$ cat config.mk
export PLATFORM = sky130hd
export DESIGN_NAME = asr_sample_out
export DESIGN_NICKNAME = d
export VERILOG_FILES = /design/src/hw/asr_pkg.sv /design/src/hw/asr_fifo.sv /design/src/hw/asr_sample_out.sv
export SDC_FILE = /design/constraint.sdc
export NUM_CORES = 1
export LEC_CHECK = 0
export BUFFER_PORTS_ARGS = -buffer_cell sky130_fd_sc_hd__buf_2
export CORE_ASPECT_RATIO = 0.6
export CORE_UTILIZATION = 40
export DETAILED_ROUTE_END_ITERATION = 16
export PLACE_DENSITY = 0.62
export SLEW_MARGIN = 25
export SYNTH_ARGS = -nofsm -noshare
export SYNTH_HDL_FRONTEND = slang
export SYNTH_SLANG_ARGS = --single-unit
$ cat constraint.sdc
create_clock -name clk_sys -period 3.9 [get_ports clk_sys]
set_input_delay 0 -clock clk_sys [delete_from_list [all_inputs] [get_ports clk_sys]]
set_output_delay 0 -clock clk_sys [all_outputs]
set_load 0.02 [all_outputs]
$ cat src/hw/asr_pkg.sv
// constants and types for the sample output and range flag block
package asr_pkg;
  localparam int CODE_W = 14;
  localparam int DIFF_W = 16;
  localparam int FIFO_DEPTH = 8;
  localparam int CLK_MHZ = 25;
  // input difference in lsb units, full scale is plus or minus 8192
  localparam logic signed [DIFF_W-1:0] NEG_FS = 16'she000;
  localparam logic signed [DIFF_W-1:0] POS_FS = 16'sh2000;
  localparam logic [CODE_W-1:0] CODE_MIN = 14'h0000;
  localparam logic [CODE_W-1:0] CODE_MID = 14'h2000;
  localparam logic [CODE_W-1:0] CODE_MAX = 14'h3fff;
  localparam int MSB_POS = CODE_W - 1;
  // strap levels seen on the reference select input
  localparam logic [1:0] STRAP_TO_GND = 2'h0;
  localparam logic [1:0] STRAP_TO_REF = 2'h1;
  localparam logic [1:0] STRAP_TO_SUPPLY = 2'h2;

  typedef enum logic [2:0] {
    REF_1V = 3'h1,
    REF_2V5 = 3'h2,
    REF_EXT = 3'h4
  } asr_ref_mode_t;

  typedef struct packed {
    logic outOfRange;
    logic [CODE_W-1:0] code;
  } asr_word_t;

  localparam int WORD_W = $bits(asr_word_t);
endpackage

$ cat src/hw/asr_fifo.sv
// sample fifo with valid and ready on both sides
`timescale 1ns/10ps
`default_nettype none
module asr_fifo
#(
  parameter int WIDTH = 15,
  parameter int DEPTH = 8
)
(
  input wire logic clk_sys,
  input wire logic rstn,
  input wire logic inValid,
  output logic inReady,
  input wire logic [WIDTH-1:0] inData,
  output logic outValid,
  input wire logic outReady,
  output logic [WIDTH-1:0] outData,
  output logic full
);
  localparam int AW = $clog2(DEPTH);

  initial
  begin
    if (DEPTH < 2 || (1 << AW) != DEPTH || WIDTH < 1)
      $error("asr_fifo: depth must be a power of two of at least 2");
  end

  logic [WIDTH-1:0] mem [DEPTH];
  logic [AW-1:0] wrPtr_r;
  logic [AW-1:0] rdPtr_r;
  logic [AW:0] count_r;
  logic wrFire;
  logic rdFire;

  assign full = (count_r == (AW+1)'(DEPTH));
  assign inReady = !full;
  assign outValid = (count_r != '0);
  assign outData = mem[rdPtr_r];
  assign wrFire = inValid && inReady;
  assign rdFire = outValid && outReady;

  always_ff @(posedge clk_sys)
  begin
    if (wrFire)
      mem[wrPtr_r] <= inData;
  end

  always_ff @(posedge clk_sys or negedge rstn)
  begin
    if (!rstn)
    begin
      wrPtr_r <= '0;
      rdPtr_r <= '0;
      count_r <= '0;
    end
    else
    begin
      if (wrFire)
        wrPtr_r <= wrPtr_r + 1'b1;
      if (rdFire)
        rdPtr_r <= rdPtr_r + 1'b1;
      if (wrFire && !rdFire)
        count_r <= count_r + 1'b1;
      else if (rdFire && !wrFire)
        count_r <= count_r - 1'b1;
    end
  end
endmodule
`default_nettype wire

$ cat src/hw/asr_sample_out.sv
// converter digital side: encoding, range flag, output pipeline, reference strap
`timescale 1ns/10ps
`default_nettype none
module asr_sample_out
#(
  parameter int FIFO_DEPTH = asr_pkg::FIFO_DEPTH
)
(
  input wire logic clk_sys,
  input wire logic rstn,
  input wire logic convClk,
  input wire logic signed [asr_pkg::DIFF_W-1:0] inDiff,
  input wire logic outHold,
  input wire logic [1:0] refStrap,
  output logic [asr_pkg::CODE_W-1:0] sampleData,
  output logic outOfRangeFlag,
  output logic sampleStrobe,
  output logic sampleLost,
  output asr_pkg::asr_ref_mode_t refMode,
  output logic intRefAmpOn
);
  import asr_pkg::*;
  localparam int HELD_W = $clog2(FIFO_DEPTH + 2);
  localparam logic [HELD_W-1:0] HELD_MAX = HELD_W'(FIFO_DEPTH + 1);

  initial
  begin
    if (FIFO_DEPTH < 2)
      $error("asr_sample_out: fifo depth below 2");
    if ((FIFO_DEPTH & (FIFO_DEPTH - 1)) != 0)
      $error("asr_sample_out: fifo depth not a power of two");
    if (DIFF_W < CODE_W + 2)
      $error("asr_sample_out: input difference too narrow for the code");
  end

  function automatic asr_word_t encodeSample(input logic signed [DIFF_W-1:0] d);
    asr_word_t w;
    logic [DIFF_W-1:0] shifted;
    shifted = d - NEG_FS;
    w.outOfRange = (d < NEG_FS) || (d >= POS_FS);
    if (d <= NEG_FS)
      w.code = CODE_MIN;
    else if (d >= POS_FS - 16'sh0001)
      w.code = CODE_MAX;
    else
      w.code = shifted[CODE_W-1:0];
    return w;
  endfunction

  function automatic asr_ref_mode_t decodeStrap(input logic [1:0] s);
    asr_ref_mode_t m;
    m = REF_2V5;
    if (s == STRAP_TO_REF)
      m = REF_1V;
    else if (s == STRAP_TO_SUPPLY)
      m = REF_EXT;
    return m;
  endfunction

  logic convPrev_r;
  logic rise;
  logic fall;
  logic acceptRise;
  logic [HELD_W-1:0] heldWords_r;
  asr_word_t pipeWord_r;
  logic pipeValid_r;
  logic fifoInReady;
  logic fifoOutValid;
  logic fifoFull;
  logic rdFire;
  logic [WORD_W-1:0] fifoOutData;
  asr_word_t rdWord;
  logic [CODE_W-1:0] sampleData_r;
  logic outOfRangeFlag_r;
  logic sampleStrobe_r;
  logic sampleLost_r;
  asr_ref_mode_t refMode_r;
  logic intRefAmpOn_r;
  logic strapTaken_r;

  // both edges of the converter clock carry timing
  always_ff @(posedge clk_sys or negedge rstn)
  begin
    if (!rstn)
      convPrev_r <= 1'b0;
    else
      convPrev_r <= convClk;
  end

  assign rise = convClk && !convPrev_r;
  assign fall = !convClk && convPrev_r;
  assign acceptRise = rise && !(pipeValid_r && !fifoInReady);

  // rising edge samples and encodes; flag is built with the code it belongs to
  always_ff @(posedge clk_sys or negedge rstn)
  begin
    if (!rstn)
    begin
      pipeWord_r <= '0;
      pipeValid_r <= 1'b0;
    end
    else if (acceptRise)
    begin
      pipeWord_r <= encodeSample(inDiff);
      pipeValid_r <= 1'b1;
    end
    else if (fifoInReady)
      pipeValid_r <= 1'b0;
  end

  // a sample that finds the stage blocked by a full fifo is dropped
  always_ff @(posedge clk_sys or negedge rstn)
  begin
    if (!rstn)
      sampleLost_r <= 1'b0;
    else
      sampleLost_r <= rise && pipeValid_r && !fifoInReady;
  end

  asr_fifo #(
    .WIDTH(WORD_W),
    .DEPTH(FIFO_DEPTH)
  ) asr_fifo_inst (
    .clk_sys(clk_sys),
    .rstn(rstn),
    .inValid(pipeValid_r),
    .inReady(fifoInReady),
    .inData(pipeWord_r),
    .outValid(fifoOutValid),
    .outReady(fall && !outHold),
    .outData(fifoOutData),
    .full(fifoFull)
  );

  assign rdWord = asr_word_t'(fifoOutData);
  assign rdFire = fifoOutValid && fall && !outHold;

  // falling edge presents code and flag as one word
  always_ff @(posedge clk_sys or negedge rstn)
  begin
    if (!rstn)
    begin
      sampleData_r <= CODE_MIN;
      outOfRangeFlag_r <= 1'b0;
    end
    else if (rdFire)
    begin
      sampleData_r <= rdWord.code;
      outOfRangeFlag_r <= rdWord.outOfRange;
    end
  end

  always_ff @(posedge clk_sys or negedge rstn)
  begin
    if (!rstn)
      sampleStrobe_r <= 1'b0;
    else
      sampleStrobe_r <= rdFire;
  end

  // strap is caught once, on the first edge after reset release
  always_ff @(posedge clk_sys or negedge rstn)
  begin
    if (!rstn)
    begin
      strapTaken_r <= 1'b0;
      refMode_r <= REF_2V5;
      intRefAmpOn_r <= 1'b1;
    end
    else if (!strapTaken_r)
    begin
      strapTaken_r <= 1'b1;
      refMode_r <= decodeStrap(refStrap);
      intRefAmpOn_r <= (decodeStrap(refStrap) != REF_EXT);
    end
  end

  // words held in stage and fifo together, for the checks below
  always_ff @(posedge clk_sys or negedge rstn)
  begin
    if (!rstn)
      heldWords_r <= '0;
    else if (acceptRise && !rdFire)
      heldWords_r <= heldWords_r + 1'b1;
    else if (rdFire && !acceptRise)
      heldWords_r <= heldWords_r - 1'b1;
  end

  assign sampleData = sampleData_r;
  assign outOfRangeFlag = outOfRangeFlag_r;
  assign sampleStrobe = sampleStrobe_r;
  assign sampleLost = sampleLost_r;
  assign refMode = refMode_r;
  assign intRefAmpOn = intRefAmpOn_r;
endmodule
`default_nettype wire

# ---- Word level (Yosys, flattened, before mapping)
# Memories as Yosys holds them, arrays and structs flattened. A register that Yosys moved wholly into a read port is not among the register bits.
# Cells that the tools add are included.
# Widths: inputs -> output; s select.
dict set report word_totals {
  reg_bits 34
  ramBits 120
  input_bits 22
  output_inout_bits 21
  wordCells 62
  n_memories 1
}
# name words width rd rd_clocked_by_memory_dff wr line
set mem_list {}
lappend mem_list {asr_fifo_inst.mem 8 15 1 1 1 asr_fifo.sv:28} ;# logic [WIDTH-1:0] mem [DEPTH];
dict set report classes {
  addsub 5
  magnitude_cmp 4
  eq_ne 5
  muxes 11
  n_reduce_logical 24
}
# op n
set op_table {}
lappend op_table {{$mux 14} 2}
lappend op_table {{$ge 16x14->1 const B} 1}
lappend op_table {{$ge 16x15->1 const B} 1}
lappend op_table {{$le 16x14->1 const B} 1}
lappend op_table {{$lt 16x14->1 const B} 1}
lappend op_table {{$sub 14x14->14 const B} 1}
lappend op_table {{$logic_and 1x1->1} 13}
lappend op_table {{$mux 3} 3}
lappend op_table {{$logic_not 1->1} 8}
lappend op_table {{$mux 4} 2}
lappend op_table {{$add 3x1->3 const B} 2}
lappend op_table {{$add 4x1->4 const B} 1}
lappend op_table {{$eq 4x4->1 const B} 1}
lappend op_table {{$mux 1} 4}
lappend op_table {{$reduce_bool 4->1} 1}
lappend op_table {{$sub 4x1->4 const B} 1}
lappend op_table {{$ne 3x3->1 const B} 1}
lappend op_table {{$eq 2x1->1 const B} 1}
lappend op_table {{$eq 2x2->1 const B} 1}
lappend op_table {{$ne 2x2->1 const B} 1}
lappend op_table {{$reduce_bool 2->1} 1}
lappend op_table {{$logic_or 1x1->1} 1}

# ---- Logic depth before layout (Yosys ltp)
# Gate-level depths: netlist (run 1).
dict set report logic_depth {
  word_depth 7
  mapped_depth 11
  mapped_depth_nobuf 11
}

# ---- Cells and area by module
# From an unflattened synthesis (run 1), not the netlist that was laid out.
dict set report hier_totals {
  hier_cells 396
  hier_area_um2 7080.5
}
# module n_inst cells_per_inst area_per_inst_um2 seq_area_each_um2
set by_module_without_submodules {}
lappend by_module_without_submodules {asr_fifo 1 237 5256.3 3853.7}
lappend by_module_without_submodules {asr_sample_out 1 159 1824.2 978.4}

# ---- Worst setup path before layout (run 1)
# Ideal clock, no wire load.
dict set report synth_timing {
  path_kind {flip-flop to flip-flop}
  startpoint {register asr_fifo_inst.count_r[1]}
  endpoint {register asr_fifo_inst.count_r[3]}
  setup_ps 136
  arrival_time_ps 2524
  t_required_ps 3764
  slack_ps 1240
  stages_incl_launch_ff 11
  path_buffers 1
  synth_period_minus_slack_ps 2660
  cell_sequence {dfrtp_1 > or4_1 > and3_4 > clkinv_8 > buf_8 > ha_1 > inv_1 > ha_1 > a21o_1 > a2111oi_0 > o31ai_1}
}
dict set report synth_between {
  elab_chain_cells 6
  elab_cells_between_ends 14
  cone_classes {2 x add/sub; 1 x eq/ne; 2 x mux; 9 x reduce/logical}
}
# element line
set synth_rtl {}
lappend synth_rtl {{start: declaration} asr_fifo.sv:31} ;# logic [AW:0] count_r;
lappend synth_rtl {{start signal: assignment} asr_fifo.sv:63} ;# count_r <= count_r + 1'b1;
lappend synth_rtl {{start signal: assignment} asr_fifo.sv:65} ;# count_r <= count_r - 1'b1;
lappend synth_rtl {{branches (longest 6 deep; another with $sub 4x1->4)} --}
# Several ways; the timed one is not identified. The select of a mux whose other input is x is not followed.
# A chain may end at the register's enable or synchronous reset.

# ---- Final worst setup path (run 1)
# Same ends and word-level chain as after synthesis.

==> results of run 1 <==
critical path, delay by kind of cell, from the launching register on:
kind                     cells  cell delay [ps]
adder cells (fa/ha/maj)      2              520
buffers and inverters        2              270
AND/OR/NAND/NOR              2              800
flip-flops                   1              430
AO/OA/AOI/OAI                3              900
logic make-up (layout without fill, tap and decap cells):
family,count (synthesis),after routing,share of synthesized area [%]
other cells,1,1,0.0563
xor+xnor,6,6,0.788
buf+inv,20,109,2.06
flops,169,169,72.5
mux,51,51,13.4
simple gates,86,86,5.54
fa+ha+maj,9,9,1.80
compound gates,40,40,3.87
stage by stage:
stage | cells | area, sq um | hold slack (ps)
3_3_place_gp | 645 | 7160 | 145
2_1_floorplan | 382 | 6670 | -296
5_1_grt | 699 | 8020 | 62.5
3_5_place_dp | 645 | 7160 | 154
6_report | 699 | 8020 | 23.8
4_1_cts | 697 | 7990 | 19.3
flip-flops by register name, summed over array words and instances (netlist names):
register	cells
asr_fifo_inst.mem	120
pipeWord_r	15
sampleData	14
asr_fifo_inst.count_r	4
asr_fifo_inst.rdPtr_r	3
asr_fifo_inst.wrPtr_r	3
refMode	3
convPrev_r	1
intRefAmpOn	1
outOfRangeFlag	1
pipeValid_r	1
sampleLost	1
sampleStrobe	1
strapTaken_r	1
cell usage after synthesis, types with 2 or more instances:
library cell | n | share of area [%]
buf_2 | 2 | 0.15
xnor2_1 | 5 | 0.66
mux2_2 | 5 | 0.84
o21ai_2 | 12 | 1.6
dfstp_2 | 2 | 0.79
nor3_1 | 8 | 0.60
dfrtp_1 | 47 | 18
nor2_1 | 21 | 1.2
mux2i_1 | 16 | 2.4
a21oi_1 | 3 | 0.23
nor4_1 | 3 | 0.28
clkbuf_1 | 3 | 0.17
inv_1 | 4 | 0.23
buf_4 | 3 | 0.34
buf_1 | 3 | 0.17
nand3_1 | 2 | 0.15
edfxtp_1 | 120 | 54
mux4_2 | 30 | 10
o21ai_1 | 3 | 0.23
ha_1 | 8 | 1.5
nand2b_1 | 3 | 0.28
o21ai_0 | 18 | 1.4
nand2_1 | 45 | 2.5
power by group through the flow:
| stage | Clock, mW | Sequential, mW | Combinational [mW] |
|---|---|---|---|
| global route | 1.86 | 2.70 | 1.33 |
| global placement | 0 | 2.67 | 1.18 |
| CTS | 1.80 | 2.66 | 1.23 |
| floorplan | 0 | 2.56 | 0.916 |
| finish | 1.77 | 2.65 | 1.22 |
| detailed placement | 0 | 2.70 | 1.21 |
routing by layer:
layer | global-route usage (%) | part of all wire, % | vias up
li1 | - | - | 1609
met1 | 24.0 | 45 | 1780
met2 | 27.1 | 47 | 113
met3 | 3.52 | 6.3 | 13
met4 | 6.85 | 1.6 | 0
met5 | 0 | 0 | -
final timing paths:
check / startpoint / to / slack [ps] / cells after the start
setup / recovery: asr_fifo_inst.count_r[1]$_DFFE_PN0P_ / asr_fifo_inst.count_r[3]$_DFFE_PN0P_ / 830 / 9
hold / removal: inDiff[14] / pipeWord_r[14]$_DFFE_PN0P_ / 20 / 4
setup reg to reg: asr_fifo_inst.count_r[1]$_DFFE_PN0P_ / asr_fifo_inst.count_r[3]$_DFFE_PN0P_ / 830 / 9
hold reg to reg: sampleData[9]$_DFFE_PN0P_ / sampleData[9]$_DFFE_PN0P_ / 470 / 2
max in group asynchronous: rstn / asr_fifo_inst.rdPtr_r[2]$_DFFE_PN0P_ / 3120 / 3
min in group asynchronous: rstn / sampleData[13]$_DFFE_PN0P_ / 230 / 3
area by class of cell:
type	count	area (sq um)
clock inverter	15	198
inverter	5	31.3
timing repair buffer	72	500
fill	1350	8240
clock buffer	17	425
multi-input combinational	193	1740
sequential	169	4840
tap	228	285
==> reports/summary.md, run 1 <==
The worst setup path is captured at a flop. The run gives 0 as the remaining design rule violation count. The internal portion of total power came out at 3.95 mW.

The clock tree skew after final layout was 9.72 ps; the number of warnings reported in the yosys synthesis log was 0. The synthesis-stage register bit count was 169; the power per unit of standard cell area was 702 nW/um^2. The die covers 17200 sq um. The maximum root-to-sink buffer count was 2. In this run the worst hold path is classified as input pin to flop. The pin count of the biggest net entering global routing came out at 50. The number of sinks driven by the clock tree is 169, and the largest stage delay on the critical path is 570 ps. The run gives 21.6% as the combinational cell fraction of total power. Clock tree synthesis selected as its root buffer the cell clkbuf_16. After floorplanning, the core was sized to cover 16300 sq um. The actual transition at the worst max-transition pin works out to 969 ps.

Cells fill 49.3% of the core in the end. The worst pin sits at a relative slew slack of 35.2%. Data arrives at the worst endpoint at 3350 ps.

Counting flops with an async set or reset pin after synthesis yields a share of 29.0%. The number of slew-limit violations in the final report was 0; the final worst slack was 828 ps. The later pin in the worst-skew pair is clocked with a latency of 420 ps. The logs give 3515 for the total via count after detailed routing and 0 for the max-capacitance violation count. The critical path goes through or4_1, and3_4, clkinv_8, ha_1, inv_1, ha_1, a21o_1, a2111oi_0, o31ai_1. The design draws 5.63 mW. The analysis attributes to net switching a power of 1.68 mW. The detail route stage leaves a number of antenna-violating nets equal to 0. By instance count, the cell type seen most on the critical path is ha_1.

After detailed routing, the total wire length is 13.6 mm. The top cell types in the final layout, fill and taps aside, are edfxtp_1, nand2_1, dfrtp_1. Setup violations remaining at the end of the flow were counted as 0. The count of buffers added by post-CTS timing repair for setup was 0; the leakage power summed over all cells was 2.98 nW. The number of gates resized after CTS was 0. Row generation in the floorplan step produced 36 rows. When the netlist entered floorplanning its net count stood at 413.

The logs give 3614 for the number of global-route vias before repair and 382 for the instance count of the mapped netlist. The tools report the number of distinct standard cells referenced by the synthesized netlist as 39. The share of total power dissipated in the clock network is 31.4%.

The setup path with the least slack is of type flop to flop. Setup repair after global routing left no endpoint under its margin. The net count of the finished layout is 489. Number of synthesized flops with an enable pin: 120. The most common library cell in the layout ignoring fill and taps was edfxtp_1. The die is 169 um wide. The number of hold violations in the final report is 0, and the half-perimeter wire length after placement is 8.49 mm.

In this run the worst path has a maximum fanout of 33. The logs give 20 for the number of buffers inserted by hold repair at cts and 72.5% for the share of the yosys chip area belonging to registers. The total iterations of the first detailed-routing run is 4.

The run gives 17 as the CTS buffer count. STA puts the critical path data required time at 4180 ps. The setup slack after placement is 824 ps, and the clock-pin slew reported for the worst setup and hold paths after clock tree synthesis is 60 ps.

The initial utilization of the core area, before any placement, comes to 41.0%. The fraction of the cycle the final worst path needs was 78.8%. STA classifies the critical path startpoint as a flop.

Of the total power, the share spent switching nets is 29.8%. The average via count per standard cell was 5.03. The repair_antennas step left the layout with diodes totalling 0. On the critical path, the stage with the largest delay is an instance of or4_1. The H-tree depth reported by CTS was 4; the chip height was 102 um. TritonCTS built the clock tree. At the end of routability-driven placement, the weighted congestion stood at 0.729. The average instance in the mapped netlist occupies 17.4 sq um. The final setup TNS is 0 ps, and the signed area change from the synthesized netlist to the final layout is 20.3%. After detailed routing, the average wire length per cell comes to 19.5 um. Derived from the worst setup path, the maximum achievable clock frequency is 0.326 GHz. For this run, the total global-route usage over all layers was measured as 17.3%. The share of layout cells above drive strength 1 came out at 30.1%. For the finished layout, the period the worst path requires is 3070 ps.

The number of antenna violations at the first check in global routing is 0. The sequential group share of total power came out at 47.0%. For this run, the leading register cell type out of synthesis is edfxtp_1.

The count of buffers added on input and output ports is 42. The worst-case IR drop observed on VDD is 0.331 mV. 43 I/O pins were placed.

For this block, the initial DRC count from the detailed router was 262. The cell area after technology mapping was 6670 sq um. After global routing the overflow that remains totals 0. The flow ran to the end, and the final reports show no timing, DRC or antenna violations. The first global-routing pass estimated 21.1 mm of wire.
Power figures use the tool's default switching activity.
==> run 2, diff against run 1 <==
PLACE_DENSITY = 0.64   (was 0.62)
clock period = 2.6 ns   (was 3.9 ns; I/O delays follow)
==> run 2 against run 1 <==
Sequential share of layout area shrank 0.54 points. Design area grew 0.87%. Global-route usage grew 0.48 points. Setup slack worse by 730 ps. Cell count rose by 2.1%. Clock skew up 0.83 ps. Largest power group unchanged. Non-clock buffer count increased by 15.
==> reports/summary.md, run 2 (synthesis results as in run 1) <==
Maximum clock frequency: 0.400 GHz (was 0.326 GHz). For the utilization after layout, the log shows 49.7% (was 49.3%). The overall die width was 169 um (unchanged).

Commonest cells after routing, fill and taps aside: edfxtp_1, nand2_1, dfrtp_1 (unchanged). The run gives 169 (unchanged) as the number of sinks driven by the clock tree. The half-perimeter wire length after placement was 8.38 mm (was 8.49 mm). The worst hold path class was input pin to flop (unchanged). The startpoint class of the critical path is a flop (unchanged). The signed area change from the synthesized netlist to the final layout came out at 21.3% (was 20.3%). TritonCTS built the clock tree. The pin count of the biggest net entering global routing came out at 50 (unchanged). The cell occurring most often along the worst timing path is nand2_1 (was ha_1).

Total iterations of the first detailed-routing run: 4 (unchanged). The run gives 0.724 (was 0.729) as the final RePlAce weighted congestion. The flow ran to the end, and the final reports show no timing, DRC or antenna violations.

The count of port buffers added during placement works out to 42 (unchanged). The starting density of the core was 41.0% (unchanged). Required time of the critical path: 2900 ps (was 4180 ps). The type of the worst setup path was flop to flop (unchanged). The global routing usage summed across all routing layers was 17.7% (was 17.3%); the final wirelength was 14.0 mm (was 13.6 mm). The number of primary I/O pins was 43 (unchanged); the number of non-filler instances in the completed layout was 714 (was 699). The maximum fanout along the worst path is 5 (was 33).

The number of antenna violations at the first check in global routing came out at 0 (unchanged). Remaining design rule violation count: 0 (unchanged). The first-iteration detailed-routing DRC count is 169 (was 262). Largest stage delay on the critical path: 430 ps (was 570 ps). The library cell contributing the largest single delay on the critical path is dfrtp_2 (was or4_1).

Number of flip-flops in the largest register: 120 (unchanged). The run gives 420 ps (about the same) as the insertion delay of the later-clocked pin in the worst-skew pair. The logs give 0 (unchanged) for the number of slew-limit violations in the final report and 3660 (was 3614) for the number of global-route vias before repair. The tools report the number of setup violations in the final report as 0 (unchanged).

The aggregate global routing overflow is 0 (unchanged), and the number of routed nets with antenna violations is 0 (unchanged). The logs give 0.447 mV (was 0.331 mV) for the worst voltage drop across the vdd grid and 0 (unchanged) for the max-capacitance violation count. The total die area is 17200 sq um (unchanged), and the chip height is 102 um (unchanged).

The net count reported at finish came out at 504 (was 489). The largest register by flop count is asr_fifo_inst.mem (unchanged). The wire length of the first global-routing pass is 21.5 mm (was 21.1 mm). Crit-path cells: buf_4, nor3_2, nand2_1, nand2_1, inv_1, ha_4, inv_2, ha_1, a21o_1, a2111oi_4, o31ai_1 (was or4_1, and3_4, clkinv_8, ha_1, inv_1, ha_1, a21o_1, a2111oi_0, o31ai_1). The number of antenna cells inserted was 0 (unchanged). The buffer cell driving the clock tree root is clkbuf_16 (unchanged). The fraction of the cycle the final worst path needs works out to 96.1% (was 78.8%).

The most common library cell in the layout ignoring fill and taps is edfxtp_1 (unchanged). Post-route minimum period: 2500 ps (was 3070 ps). The actual transition at the worst max-transition pin was 686 ps (was 969 ps).

The tools report the setup slack after placement as 29.4 ps (was 824 ps). For the leakage power summed over all cells, the log shows 3.01 nW (was 2.98 nW). For the number of cell rows, the log shows 36 (unchanged). The run gives 2 (unchanged) as the maximum root-to-sink buffer count. The total via count after detailed routing came out at 3582 (was 3515). The average via count per standard cell is 5.02 (was 5.03), and the number of buffer and inverter stages on the critical path is 3 (was 2).

The placeable core area is 16300 sq um (unchanged), and the critical path data arrival time is 2800 ps (was 3350 ps). The worst slew slack as a fraction of its limit was 54.2% (was 35.2%). The logs give 10.6 ps (was 9.72 ps) for the clock tree skew after final layout and 4 (unchanged) for the H-tree depth reported by CTS. The tools report the sort of element at the end of the critical path as a flop (unchanged).

The tools report the CTS buffer count as 17 (unchanged). The share of layout cells above drive strength 1 came out at 32.9% (was 30.1%). The detail-routed net length per standard cell came out at 19.6 um (was 19.5 um).

The power per unit of standard cell area was 1040 nW/um^2 (was 702 nW/um^2). The number of hold violations in the final report came out at 0 (unchanged). The total instance count after detailed placement is 656 (was 645), and the clock-pin slew reported for the worst setup and hold paths after clock tree synthesis is 70 ps (was 60 ps). Final worst slack: 102 ps (was 828 ps).

Family of cells with the greatest summed delay on the critical path: compound AO/OA/AOI/OAI gates (unchanged).
run 2: per-layer routing:
layer	wire length, um	vias up	global-route usage, %
li1	-	1646	-
met1	6470	1837	25.4
met2	6580	86	27.4
met3	808	13	4.30
met4	146	0	4.97
met5	0	-	0
run 2: final timing paths:
path                                                 startpoint                              endpoint  slack, ps  cells after the start
hold reg to reg                      outOfRangeFlag$_DFFE_PN0P_            outOfRangeFlag$_DFFE_PN0P_        470                      2
hold / removal                                       inDiff[13]             pipeWord_r[4]$_DFFE_PN0P_        210                      6
setup reg to reg           asr_fifo_inst.count_r[1]$_DFFE_PN0P_  asr_fifo_inst.count_r[3]$_DFFE_PN0P_        100                     11
setup / recovery           asr_fifo_inst.count_r[1]$_DFFE_PN0P_  asr_fifo_inst.count_r[3]$_DFFE_PN0P_        100                     11
min in group asynchronous                                  rstn            sampleData[13]$_DFFE_PN0P_        230                      3
max in group asynchronous                                  rstn  asr_fifo_inst.rdPtr_r[1]$_DFFE_PN0P_       1870                      3
run 2: area by class of cell:
cell class              instances  area, sq um
clock buffers                  19          433
flip-flops and latches        169         4830
inverters                       5         31.3
well taps                     228          285
fillers                      1347         8170
clock inverters                13          121
repair buffers                 87          616
multi-input cells             193         1770
run 2: worst register-to-register path, delay by kind of cell, from the launching register on:
family          cells  cell delay (ps)
buf+inv             3              350
flops               1              430
fa+ha+maj           2              430
compound gates      3              700
simple gates        3              450
run 2: timing repair:
| item | CTS | global route |
|---|---|---|
| endpoints found under the hold margin | 69 | 0 |
| resized for setup | 0 | 5 |
| hold buffers | 22 | 0 |
| setup endpoints to repair | 0 | 1 |
| setup buffers | 0 | 4 |
run 2: metrics by stage:
step	hold slack (ps)	TNS (ps)	power, mW	area, sq um
finish	208	0	8.37	8090
global route	254	-42.9	8.78	8090
CTS	198	0	8.37	8030
detailed placement	149	0	5.97	7260
global placement	153	0	5.89	7260
floorplan	-296	0	5.23	6680
run 2: report_power, final:
group	switching [mW]	total, mW	leakage [nW]	internal, mW
clock network	1.06	2.39	0.262	1.33
logic	1.20	2.24	1.05	1.05
registers	0.344	3.74	1.70	3.40
total	2.60	8.37	3.01	5.77
